## src/shared/bldc_cfg.svh

```systemverilog
// Offsets, field positions, reset values and timing counts for the commutation block.
`ifndef BLDC_CFG_SVH
`define BLDC_CFG_SVH
// ----------------------------------------
// Register offsets
// ----------------------------------------
`define REG_CTRL 8'h00
`define REG_SKIP 8'h04
`define REG_PERIOD 8'h08
`define REG_DUTY 8'h0C
`define REG_WINDOW 8'h10
`define REG_STATUS 8'h14
`define REG_MASK 8'h18
`define REG_LEVEL 8'h1C
// ----------------------------------------
// Field positions and reset values
// ----------------------------------------
`define CTRL_ENABLE 0
`define CTRL_FALLING 1
`define CTRL_HIGHDUTY 2
`define CTRL_STATE_LO 4
`define STAT_ZCP 0
`define STAT_PERIOD 1
`define SKIP_RESET 8'hFF
`define PERIOD_RESET 16'h28B0
`define DUTY_RESET 16'h0000
`define WINDOW_RESET 16'h0400
`define PIN_OFFSET 2
`endif

```

## src/shared/bldc_pkg.sv

```systemverilog
// Types shared by the commutation block.
package bldc_pkg;
  typedef enum logic [5:0] {
    ST0 = 6'h01,
    ST1 = 6'h02,
    ST2 = 6'h04,
    ST3 = 6'h08,
    ST4 = 6'h10,
    ST5 = 6'h20
  } comm_state_t;
  typedef enum logic [1:0] {
    OPEN_A = 2'h0,
    OPEN_B = 2'h1,
    OPEN_C = 2'h2
  } open_phase_t;
endpackage

```

## src/shared/pwm_if.sv

```systemverilog
// Timebase signals shared between the top and the tracking generator.
`timescale 1ns/1ps
interface pwm_if #(parameter int W = 16);
  logic [W-1:0] period;
  logic [W-1:0] duty;
  logic [W-1:0] window;
  logic highDuty;
  logic motorPwm;
  logic track;
  logic wrap;
  modport gen(input period, input duty, input window, input highDuty, output motorPwm, output track, output wrap);
  modport use_(output period, output duty, output window, output highDuty, input motorPwm, input track, input wrap);
endinterface

```

## src/hdl/bldc_commutation_zcp_blanking.sv

```systemverilog
// Commutation steering and zero-crossing blanking top level.
//
// The register addresses and the strobed register port were decided locally.
`timescale 1ns/1ps
`include "bldc_cfg.svh"
// How it works
// - Six gate pins, pairs per phase A-B-C.
// - Gate pins always driven both levels.
// - One skip-mask write moves the PWM.
// - Pull-ups disabled on all digital pins.
// - Low duty: window blocks crossings while terminal conducts.
// - Window comes from the PWM timebase.
// - Low duty: observe inactive tail only.
// - High duty: tail plus whole active part.
// - Operand order follows falling or rising slope.
// - Blanking needs no per-period interrupt.
// - Six states pick open phase versus neutral.
module bldc_commutation_zcp_blanking #(
  parameter int W = 16
) (
  input wire logic clock,
  input wire logic rst,
  input wire logic [7:0] addr,
  input wire logic [31:0] wdata,
  input wire logic wr,
  input wire logic rd,
  output logic [31:0] rdata,
  output logic irq,
  output logic phase_a_gate_enable,
  output logic phase_a_pwm_drive,
  output logic phase_b_gate_enable,
  output logic phase_b_pwm_drive,
  output logic phase_c_gate_enable,
  output logic phase_c_pwm_drive,
  output logic [5:0] gateOe,
  output logic pullupEnable,
  output logic tracking_window_output,
  input wire logic phase_a_feedback,
  input wire logic phase_b_feedback,
  input wire logic phase_c_feedback,
  input wire logic virtual_neutral_feedback
);
  // ----------------------------------------
  // Registers
  // ----------------------------------------
  logic [7:0] ctrl;
  logic [7:0] pin_skip_mask;
  logic [W-1:0] period;
  logic [W-1:0] duty;
  logic [W-1:0] window;
  logic [1:0] status;
  logic [1:0] mask;
  logic [5:0] gateLevel;
  logic [5:0] gateOut;
  logic cmpPrev;
  logic cmpPrevValid;
  logic zcpEvent;
  bldc_pkg::comm_state_t commState;
  pwm_if #(.W(W)) pw();
  pwm_track_gen #(.W(W)) gen (
    .clock(clock),
    .rst(rst),
    .pw(pw)
  );
  assign pw.period = period;
  assign pw.duty = duty;
  assign pw.window = window;
  assign pw.highDuty = ctrl[`CTRL_HIGHDUTY];
  // ----------------------------------------
  // Bus decode
  // ----------------------------------------
  wire wrCtrl = wr && (addr == `REG_CTRL);
  wire wrSkip = wr && (addr == `REG_SKIP);
  wire wrPeriod = wr && (addr == `REG_PERIOD);
  wire wrDuty = wr && (addr == `REG_DUTY);
  wire wrWindow = wr && (addr == `REG_WINDOW);
  wire wrMask = wr && (addr == `REG_MASK);
  wire wrLevel = wr && (addr == `REG_LEVEL);
  wire rdStatus = rd && (addr == `REG_STATUS);
  logic [31:0] next_rdata;
  always_comb begin
    next_rdata = 32'h0000_0000;
    unique case (addr)
      `REG_CTRL: next_rdata = {24'h000000, ctrl};
      `REG_SKIP: next_rdata = {24'h000000, pin_skip_mask};
      `REG_PERIOD: next_rdata = {{(32-W){1'b0}}, period};
      `REG_DUTY: next_rdata = {{(32-W){1'b0}}, duty};
      `REG_WINDOW: next_rdata = {{(32-W){1'b0}}, window};
      `REG_STATUS: next_rdata = {30'h0, status};
      `REG_MASK: next_rdata = {30'h0, mask};
      `REG_LEVEL: next_rdata = {26'h0, gateLevel};
      default: next_rdata = 32'h0000_0000;
    endcase
  end
  always_ff @(posedge clock) begin
    if (rst) begin
      rdata <= 32'h0000_0000;
    end else begin
      rdata <= rd ? next_rdata : 32'h0000_0000;
    end
  end
  always_ff @(posedge clock) begin
    if (rst) begin
      ctrl <= 8'h00;
      pin_skip_mask <= `SKIP_RESET;
      period <= W'(`PERIOD_RESET);
      duty <= W'(`DUTY_RESET);
      window <= W'(`WINDOW_RESET);
      mask <= 2'h0;
      gateLevel <= 6'h00;
    end else begin
      if (wrCtrl) ctrl <= wdata[7:0];
      if (wrSkip) pin_skip_mask <= wdata[7:0];
      if (wrPeriod) period <= wdata[W-1:0];
      if (wrDuty) duty <= wdata[W-1:0];
      if (wrWindow) window <= wdata[W-1:0];
      if (wrMask) mask <= wdata[1:0];
      if (wrLevel) gateLevel <= wdata[5:0];
    end
  end
  // ----------------------------------------
  // Commutation state and comparator routing
  // ----------------------------------------
  function automatic bldc_pkg::comm_state_t decodeState(input logic [2:0] s);
    unique case (s)
      3'h0: decodeState = bldc_pkg::ST0;
      3'h1: decodeState = bldc_pkg::ST1;
      3'h2: decodeState = bldc_pkg::ST2;
      3'h3: decodeState = bldc_pkg::ST3;
      3'h4: decodeState = bldc_pkg::ST4;
      default: decodeState = bldc_pkg::ST5;
    endcase
  endfunction
  always_ff @(posedge clock) begin
    if (rst) begin
      commState <= bldc_pkg::ST0;
    end else if (wrCtrl) begin
      commState <= decodeState(wdata[`CTRL_STATE_LO+2:`CTRL_STATE_LO]);
    end
  end
  bldc_pkg::open_phase_t openPhase;
  always_comb begin
    openPhase = bldc_pkg::OPEN_C;
    unique case (commState)
      bldc_pkg::ST0, bldc_pkg::ST3: openPhase = bldc_pkg::OPEN_C;
      bldc_pkg::ST1, bldc_pkg::ST4: openPhase = bldc_pkg::OPEN_A;
      bldc_pkg::ST2, bldc_pkg::ST5: openPhase = bldc_pkg::OPEN_B;
    endcase
  end
  wire openFeedback = (openPhase == bldc_pkg::OPEN_A) ? phase_a_feedback :
                      (openPhase == bldc_pkg::OPEN_B) ? phase_b_feedback : phase_c_feedback;
  // Falling slope puts the phase on the plus side, rising puts the neutral there.
  wire cmpPlus = ctrl[`CTRL_FALLING] ? openFeedback : virtual_neutral_feedback;
  wire cmpMinus = ctrl[`CTRL_FALLING] ? virtual_neutral_feedback : openFeedback;
  wire cmpOut = cmpPlus && !cmpMinus;
  // ----------------------------------------
  // Blanked zero-crossing detection
  // ----------------------------------------
  // Outside the window the last sample is discarded, so a transition straddling a blanked interval
  // is never taken as a crossing; this trades a window-start latency of one cycle for immunity.
  always_ff @(posedge clock) begin
    if (rst) begin
      cmpPrev <= 1'b0;
      cmpPrevValid <= 1'b0;
    end else begin
      cmpPrev <= cmpOut;
      cmpPrevValid <= pw.track && ctrl[`CTRL_ENABLE];
    end
  end
  assign zcpEvent = pw.track && ctrl[`CTRL_ENABLE] && cmpPrevValid && cmpOut && !cmpPrev;
  // Set wins over the clearing read.
  always_ff @(posedge clock) begin
    if (rst) begin
      status <= 2'h0;
    end else begin
      status[`STAT_ZCP] <= zcpEvent || (status[`STAT_ZCP] && !rdStatus);
      status[`STAT_PERIOD] <= pw.wrap || (status[`STAT_PERIOD] && !rdStatus);
    end
  end
  assign irq = |(status & mask);
  // ----------------------------------------
  // Gate-drive steering
  // ----------------------------------------
  // Pin n of the port is skipped when its mask bit is one; unskipped PWM pins carry the motor PWM.
  always_comb begin
    for (int i = 0; i < 6; i++) begin
      gateOut[i] = pin_skip_mask[i+`PIN_OFFSET] ? gateLevel[i] : pw.motorPwm;
    end
  end
  always_ff @(posedge clock) begin
    if (rst) begin
      phase_a_gate_enable <= 1'b0;
      phase_a_pwm_drive <= 1'b0;
      phase_b_gate_enable <= 1'b0;
      phase_b_pwm_drive <= 1'b0;
      phase_c_gate_enable <= 1'b0;
      phase_c_pwm_drive <= 1'b0;
      tracking_window_output <= 1'b0;
    end else begin
      phase_a_gate_enable <= gateOut[0];
      phase_a_pwm_drive <= gateOut[1];
      phase_b_gate_enable <= gateOut[2];
      phase_b_pwm_drive <= gateOut[3];
      phase_c_gate_enable <= gateOut[4];
      phase_c_pwm_drive <= gateOut[5];
      tracking_window_output <= pw.track;
    end
  end
  assign gateOe = 6'h3F;
  assign pullupEnable = 1'b0;
  // ----------------------------------------
  // Checks
  // ----------------------------------------
  property p_push_pull;
    @(posedge clock) disable iff (rst) gateOe == 6'h3F;
  endproperty
  a_push_pull: assert property (p_push_pull) else $error("Gate pin not driven.");
  property p_no_pullup;
    @(posedge clock) disable iff (rst) !pullupEnable;
  endproperty
  a_no_pullup: assert property (p_no_pullup) else $error("Pull-ups enabled.");
  property p_skip_route;
    @(posedge clock) disable iff (rst)
      (pin_skip_mask == 8'hDF && $stable(pin_skip_mask)) |=> (phase_b_pwm_drive == $past(pw.motorPwm));
  endproperty
  a_skip_route: assert property (p_skip_route) else $error("PWM not on the unskipped pin.");
  property p_pair_order;
    @(posedge clock) disable iff (rst)
      (pin_skip_mask == 8'hF7 && $stable(pin_skip_mask)) |=> (phase_a_pwm_drive == $past(pw.motorPwm));
  endproperty
  a_pair_order: assert property (p_pair_order) else $error("Phase A PWM pin misplaced.");
  property p_blank;
    @(posedge clock) disable iff (rst) !pw.track |=> !status[`STAT_ZCP] || $past(status[`STAT_ZCP]);
  endproperty
  a_blank: assert property (p_blank) else $error("Crossing accepted outside window.");
  property p_flag_set;
    @(posedge clock) disable iff (rst) zcpEvent |=> status[`STAT_ZCP];
  endproperty
  a_flag_set: assert property (p_flag_set) else $error("Crossing flag not set.");
  property p_track_out;
    @(posedge clock) disable iff (rst) pw.track |=> tracking_window_output;
  endproperty
  a_track_out: assert property (p_track_out) else $error("Window output lags.");
  property p_slope;
    @(posedge clock) disable iff (rst)
      (ctrl[`CTRL_FALLING] && openPhase == bldc_pkg::OPEN_A) |-> (cmpPlus == phase_a_feedback);
  endproperty
  a_slope: assert property (p_slope) else $error("Falling slope operands wrong.");
  property p_state_open;
    @(posedge clock) disable iff (rst) (commState == bldc_pkg::ST1) |-> (openPhase == bldc_pkg::OPEN_A);
  endproperty
  a_state_open: assert property (p_state_open) else $error("State 1 open phase wrong.");
  // ----------------------------------------
  // Routing and flag checks
  // ----------------------------------------
  // These watch the pins and the flag, so a broken decode shows up even when the bench misses it.
  property p_zcp_in_window;
    @(posedge clock) disable iff (rst) zcpEvent |-> (pw.track && $past(pw.track));
  endproperty
  a_zcp_in_window: assert property (p_zcp_in_window) else $error("Crossing taken at window edge.");
  property p_zcp_enabled;
    @(posedge clock) disable iff (rst) (!ctrl[`CTRL_ENABLE] || !$past(ctrl[`CTRL_ENABLE])) |-> !zcpEvent;
  endproperty
  a_zcp_enabled: assert property (p_zcp_enabled) else $error("Crossing taken while disabled.");
  property p_read_clear;
    @(posedge clock) disable iff (rst) (rdStatus && !zcpEvent) |=> !status[`STAT_ZCP];
  endproperty
  a_read_clear: assert property (p_read_clear) else $error("Crossing flag survived its read.");
  property p_flag_sticky;
    @(posedge clock) disable iff (rst) (status[`STAT_ZCP] && !rdStatus) |=> status[`STAT_ZCP];
  endproperty
  a_flag_sticky: assert property (p_flag_sticky) else $error("Crossing flag lost without a read.");
  property p_open_a;
    @(posedge clock) disable iff (rst)
      (commState == bldc_pkg::ST1 || commState == bldc_pkg::ST4) |-> (openFeedback == phase_a_feedback);
  endproperty
  a_open_a: assert property (p_open_a) else $error("Phase A not sensed in its states.");
  property p_open_b;
    @(posedge clock) disable iff (rst)
      (commState == bldc_pkg::ST2 || commState == bldc_pkg::ST5) |-> (openFeedback == phase_b_feedback);
  endproperty
  a_open_b: assert property (p_open_b) else $error("Phase B not sensed in its states.");
  property p_open_c;
    @(posedge clock) disable iff (rst)
      (commState == bldc_pkg::ST0 || commState == bldc_pkg::ST3) |-> (openFeedback == phase_c_feedback);
  endproperty
  a_open_c: assert property (p_open_c) else $error("Phase C not sensed in its states.");
  property p_rising_operands;
    @(posedge clock) disable iff (rst)
      !ctrl[`CTRL_FALLING] |-> (cmpPlus == virtual_neutral_feedback && cmpMinus == openFeedback);
  endproperty
  a_rising_operands: assert property (p_rising_operands) else $error("Rising slope operands wrong.");
  property p_a_level;
    @(posedge clock) disable iff (rst) pin_skip_mask[`PIN_OFFSET] |=> (phase_a_gate_enable == $past(gateLevel[0]));
  endproperty
  a_a_level: assert property (p_a_level) else $error("Phase A enable pin misplaced.");
  property p_b_level;
    @(posedge clock) disable iff (rst) pin_skip_mask[`PIN_OFFSET+2] |=> (phase_b_gate_enable == $past(gateLevel[2]));
  endproperty
  a_b_level: assert property (p_b_level) else $error("Phase B enable pin misplaced.");
  property p_c_level;
    @(posedge clock) disable iff (rst) pin_skip_mask[`PIN_OFFSET+4] |=> (phase_c_gate_enable == $past(gateLevel[4]));
  endproperty
  a_c_level: assert property (p_c_level) else $error("Phase C enable pin misplaced.");
  property p_pwm_a_route;
    @(posedge clock) disable iff (rst) !pin_skip_mask[`PIN_OFFSET+1] |=> (phase_a_pwm_drive == $past(pw.motorPwm));
  endproperty
  a_pwm_a_route: assert property (p_pwm_a_route) else $error("Unskipped phase A pin lacks PWM.");
  property p_wrap_flag;
    @(posedge clock) disable iff (rst) pw.wrap |=> status[`STAT_PERIOD];
  endproperty
  a_wrap_flag: assert property (p_wrap_flag) else $error("Period flag not set at wrap.");
endmodule

```

## src/hdl/pwm_track_gen.sv

```systemverilog
// PWM timebase with the synchronous tracking window.
`timescale 1ns/1ps
`include "bldc_cfg.svh"
module pwm_track_gen #(
  parameter int W = 16
) (
  input wire logic clock,
  input wire logic rst,
  pwm_if.gen pw
);
  logic [W-1:0] count;
  logic pwmReg;
  logic trackReg;
  logic wrapReg;
  wire endCount = (count >= pw.period);
  wire activeNow = (count < pw.duty);
  wire tailNow = (count >= pw.period - pw.window) && !activeNow;
  wire next_track = tailNow || (pw.highDuty && activeNow);
  // One counter drives both the motor PWM and the window, so they never drift apart.
  always_ff @(posedge clock) begin
    if (rst) begin
      count <= '0;
      pwmReg <= 1'b0;
      trackReg <= 1'b0;
      wrapReg <= 1'b0;
    end else begin
      count <= endCount ? '0 : count + 1'b1;
      pwmReg <= activeNow;
      trackReg <= next_track;
      wrapReg <= endCount;
    end
  end
  assign pw.motorPwm = pwmReg;
  assign pw.track = trackReg;
  assign pw.wrap = wrapReg;
  // ----------------------------------------
  // Checks
  // ----------------------------------------
  property p_low_duty_window;
    @(posedge clock) disable iff (rst) (!pw.highDuty && $past(!pw.highDuty) && pw.track) |-> !pw.motorPwm;
  endproperty
  a_low_duty_window: assert property (p_low_duty_window) else $error("Window open during active time at low duty.");
  property p_high_duty_window;
    @(posedge clock) disable iff (rst)
      ($stable(pw.highDuty) && pw.highDuty && $stable(pw.duty) && pw.motorPwm && $past(pw.motorPwm)) |-> pw.track;
  endproperty
  a_high_duty_window: assert property (p_high_duty_window) else $error("Window closed during active time at high duty.");
  property p_sync_start;
    @(posedge clock) disable iff (rst) (pw.wrap && pw.duty != 0 && $stable(pw.duty)) |=> pw.motorPwm;
  endproperty
  a_sync_start: assert property (p_sync_start) else $error("PWM not started at period wrap.");
endmodule

```

## config.mk

```make
export PLATFORM = sky130hd
export DESIGN_NAME = bldc_commutation_zcp_blanking
export DESIGN_NICKNAME = d
export VERILOG_FILES = /design/src/shared/bldc_pkg.sv /design/src/shared/pwm_if.sv /design/src/hdl/bldc_commutation_zcp_blanking.sv /design/src/hdl/pwm_track_gen.sv
export VERILOG_INCLUDE_DIRS = /design/src /design/src/shared
export SDC_FILE = /design/constraint.sdc
export NUM_CORES = 1
export LEC_CHECK = 0
export BUFFER_PORTS_ARGS = -buffer_cell sky130_fd_sc_hd__buf_4
export CAP_MARGIN = 0
export CORE_UTILIZATION = 59
export DETAILED_ROUTE_END_ITERATION = 8
export PLACE_DENSITY = 0.79
export SETUP_SLACK_MARGIN = 0.05
export SKIP_CTS_REPAIR_TIMING = 1
export SLEW_MARGIN = 15
export SYNTH_ARGS = -nofsm -noshare
export SYNTH_HDL_FRONTEND = slang
export SYNTH_HIERARCHICAL = 1
export SYNTH_SLANG_ARGS = --single-unit
```

## constraint.sdc

```tcl
create_clock -name clock -period 3.9 [get_ports clock]
set_input_delay 0.78 -clock clock [delete_from_list [all_inputs] [get_ports clock]]
set_output_delay 0.78 -clock clock [all_outputs]
set_load 0.01 [all_outputs]
```

==> flow_metrics.py <==
metrics = {
    "outcome": {
        "outcome": "finished, final reports clean",
    },
    "drt": {
        "via_per_inst": 5.859,
        "vias": 6398,
        "drtIter0Drc": 476,
        "postRouteAntennaNets": 0,
        "wirelength_mm": 19.21,
        "post-route-drc-count": 0,
        "drtPass1Iterations": 8,
        "drt-wirelength-per-cell_um": 17.59,
    },
    "timing": {
        "layout_min_cycle_time_ns": 3.682,
        "rsz0062_at_grt": "no",
        "finalSetupViolations": 0,
        "clock.fmax_mhz": 271.6,
        "finClkSkew_ns": 0.01153,
        "slew-limit-headroom_pct": 33.47,
        "worst_pin_slew_ns": 0.9979,
        "finalCritPeriodShare_pct": 94.40,
        "worst_hold_slack_ns": 0.4645,
        "setup-tns-final_ns": 0,
        "slew_violations": 0,
        "final-hold-violation-count": 0,
        "fin_ws_ns": 0.2183,
    },
    "logic_synthesis": {
        "yosys_register_bits": 124,
        "yosys.cell_types.count": 65,
        "seq_area_frac_synth_pct": 33.99,
        "yosysWarnings": 6,
        "synth_flop_cell": "dfxtp_1",
        "syn_inst": 865,
        "syn_area_mm2": 0.007303,
        "async_flop_share_pct": 0,
        "syn_area_per_cell_um2": 8.443,
        "synth_edf_count": 0,
    },
    "cts": {
        "clk_pin_slew_ns": 0.06,
        "htree_num_levels": 4,
        "cts_buffers": 17,
        "clockRootBuffer": "clkbuf_16",
        "insertion_delay_ns": 0.42,
        "clockBufferDepth": 2,
        "tritoncts": "done",
        "cts.sinks": 124,
    },
    "worst_setup_path": {
        "end_kind": "flop",
        "r2r_slack_ns": 0.22,
        "critPathRequiredTime_ns": 4.16,
        "cp_cell_sequence": "inv_1 -> ha_1 -> nor2b_1 -> o31a_1 -> o41a_1 -> o41ai_4 -> nor2_1 -> a311oi_1 -> ha_1 -> a21o_1 -> a21o_1 -> a21oi_1 -> o21ai_0 -> nor3_1 -> nor3_1",
        "timing.rr.start": "pw.window[1]$_SDFFE_PP0P_",
        "path_class": "flop to flop",
        "slowest_stage": "o41a_1",
        "arrival_ns": 3.95,
        "start_kind": "flop",
        "cpPeakStageDelay_ns": 0.38,
        "reg2regPathDepth": 15,
        "r2r_end": "gen/pw.track$_SDFF_PP0_",
        "worstPathMaxFanout": 3,
    },
    "cells_and_area": {
        "instances_no_fill": 1092,
        "utilization_pct": 68.80,
        "fin_nets": 1025,
        "antenna-diode-count": 0,
        "drive_gt1_share_pct": 12.01,
        "area_growth_pct": 13.62,
    },
    "power": {
        "leakage_nw": 3.702,
        "max-vdd-ir-drop_mv": 0.3303,
        "power_density_mw_per_mm2": 343.3,
    },
    "global_routing": {
        "grt_max_degree": 98,
        "use_met3_pct": 6.802,
        "grt_overflow": 0,
        "grt_usage_pct": 31.24,
        "busiest_layer": "met2",
        "grt_pass1_vias": 6019,
        "met2_usage_pct": 50.96,
        "antenna_found_initial": 0,
        "grtUsageMet1_pct": 39.87,
        "grt_first_pass_wirelength_mm": 30.76,
    },
    "place": {
        "port_buffers": 55,
        "dp_slack_ns": 0.07726,
        "hpwl_mm": 13.25,
        "gp_congestion": 0.8779,
        "dp_cells": 1061,
    },
    "floorplanning": {
        "die_width_um": 113.3,
        "start_util_pct": 60.55,
        "ios": 95,
        "rows": 40,
        "die_y_um": 113.3,
        "fp.coreArea_mm2": 0.01206,
        "die-area_mm2": 0.01283,
    },
    "hold_path": {
        "hold_end": "pin_skip_mask[0]$_SDFFE_PP1P_",
        "hp-start": "pin_skip_mask[0]$_SDFFE_PP1P_",
        "hold_path_depth": 1,
        "holdCritPathClass": "flop to flop",
    },
    "job": {
        "maxCapViolations": 0,
    },
}
==> routing by layer <==
layer / share of wire, % / up-vias
li1: - / 3097
met5: 0 / -
met2: 46 / 265
met1: 43 / 2984
met4: 3.0 / 0
met3: 7.6 / 52
==> area by class of cell <==
type | count | area, um^2
well taps | 168 | 210.2
inverters | 56 | 210.2
clock buffers | 20 | 446.7
fillers | 985 | 3764
flip-flops and latches | 124 | 2482
multi-input cells | 648 | 4382
clock inverters | 10 | 71.32
repair buffers | 66 | 495.5
==> cell usage in the layout (no fill, tap or decap), drive strengths merged, types with 23 or more instances in the layout <==
cell	netlist	final
dfxtp	124	124
inv	56	57
buf	33	66
a21oi	51	51
ha	63	63
conb	2	23
mux2i	54	54
nand2	79	79
nand3	46	46
nor2	93	93
==> cells in the mapped netlist, types with 6 or more instances <==
| master | count | area [um^2] |
|---|---|---|
| dfxtp_1 | 124 | 2482 |
| nor2_1 | 93 | 349.1 |
| nand2_1 | 79 | 296.5 |
| ha_1 | 63 | 788.3 |
| inv_1 | 56 | 210.2 |
| mux2i_1 | 54 | 540.5 |
| a21oi_1 | 51 | 255.2 |
| nand3_1 | 43 | 215.2 |
| buf_4 | 24 | 180.2 |
| clkbuf_1 | 24 | 90.09 |
| a21o_1 | 22 | 165.2 |
| and3_1 | 20 | 125.1 |
| o21ai_0 | 20 | 100.1 |
| nor3_1 | 17 | 85.08 |
| xor2_1 | 16 | 140.1 |
| a211o_1 | 14 | 122.6 |
| xnor2_1 | 12 | 105.1 |
| nand2b_1 | 10 | 62.56 |
| buf_2 | 8 | 40.04 |
| nand3b_1 | 8 | 60.06 |
| nand4_1 | 8 | 50.05 |
| nor2b_1 | 8 | 50.05 |
| and4_1 | 7 | 61.31 |
| a31oi_1 | 6 | 37.54 |
==> critical path, delay by kind of cell, from the launching register on <==
| kind | cells | cell delay [ns] |
|---|---|---|
| AO/OA/AOI/OAI | 8 | 1.83 |
| AND/OR/NAND/NOR | 4 | 0.64 |
| adder cells (fa/ha/maj) | 2 | 0.60 |
| flip-flops | 1 | 0.36 |
| buffers and inverters | 1 | 0.10 |
==> how the worst max path moves through the flow <==
stage	to	cells after the start	from	slack, ns
detailed placement	gen/pw.track$_SDFF_PP0_	15	pw.window[1]$_SDFFE_PP0P_	0.08
floorplan	gen/pw.track$_SDFF_PP0_	15	pw.window[1]$_SDFFE_PP0P_	0.70
CTS	gen/pw.track$_SDFF_PP0_	15	pw.window[1]$_SDFFE_PP0P_	0.07
global route	gen/pw.track$_SDFF_PP0_	15	pw.window[1]$_SDFFE_PP0P_	0.08
finish	gen/pw.track$_SDFF_PP0_	15	pw.window[1]$_SDFFE_PP0P_	0.22
global placement	gen/pw.track$_SDFF_PP0_	15	pw.window[1]$_SDFFE_PP0P_	0.20
==> flip-flops by register name (all words and copies together), names as in the netlist, 2 cells and up <==
name	flops
pin_skip_mask	8
status	2
pw.window	16
duty	16
period	16
ctrl	8
rdata	16
gateLevel	6
mask	2
gen/count	16
commState	6
==> cells by family (layout without fill, tap and decap cells) <==
group,count (synthesis),count (layout),synth area share (%)
xor gates and xnor gates,28,28,3.358
AOI/OAI and AO/OA,156,156,14.48
adders and majority gates,64,64,11.07
muxes,57,57,7.864
and+or+nand+nor,320,320,21.89
buffers and inverters,114,152,7.247
other,2,23,0.1028
DFF,124,124,33.99
==> through the flow <==
step / area, um^2 / total power [W]
2_1_floorplan: 7382 / 0.001418
3_3_place_gp: 7761 / 0.001472
3_5_place_dp: 7761 / 0.001474
4_1_cts: 8279 / 0.002853
5_1_grt: 8298 / 0.002937
6_report: 8298 / 0.002849
==> power breakdown <==
part | switching (W) | internal (W)
Combinational | 0.000109 | 0.0000581
Clock | 0.000579 | 0.000819
Sequential | 0.0000101 | 0.00127
Total | 0.000698 | 0.00215
Note: power is estimated with default switching activity, not from simulation.
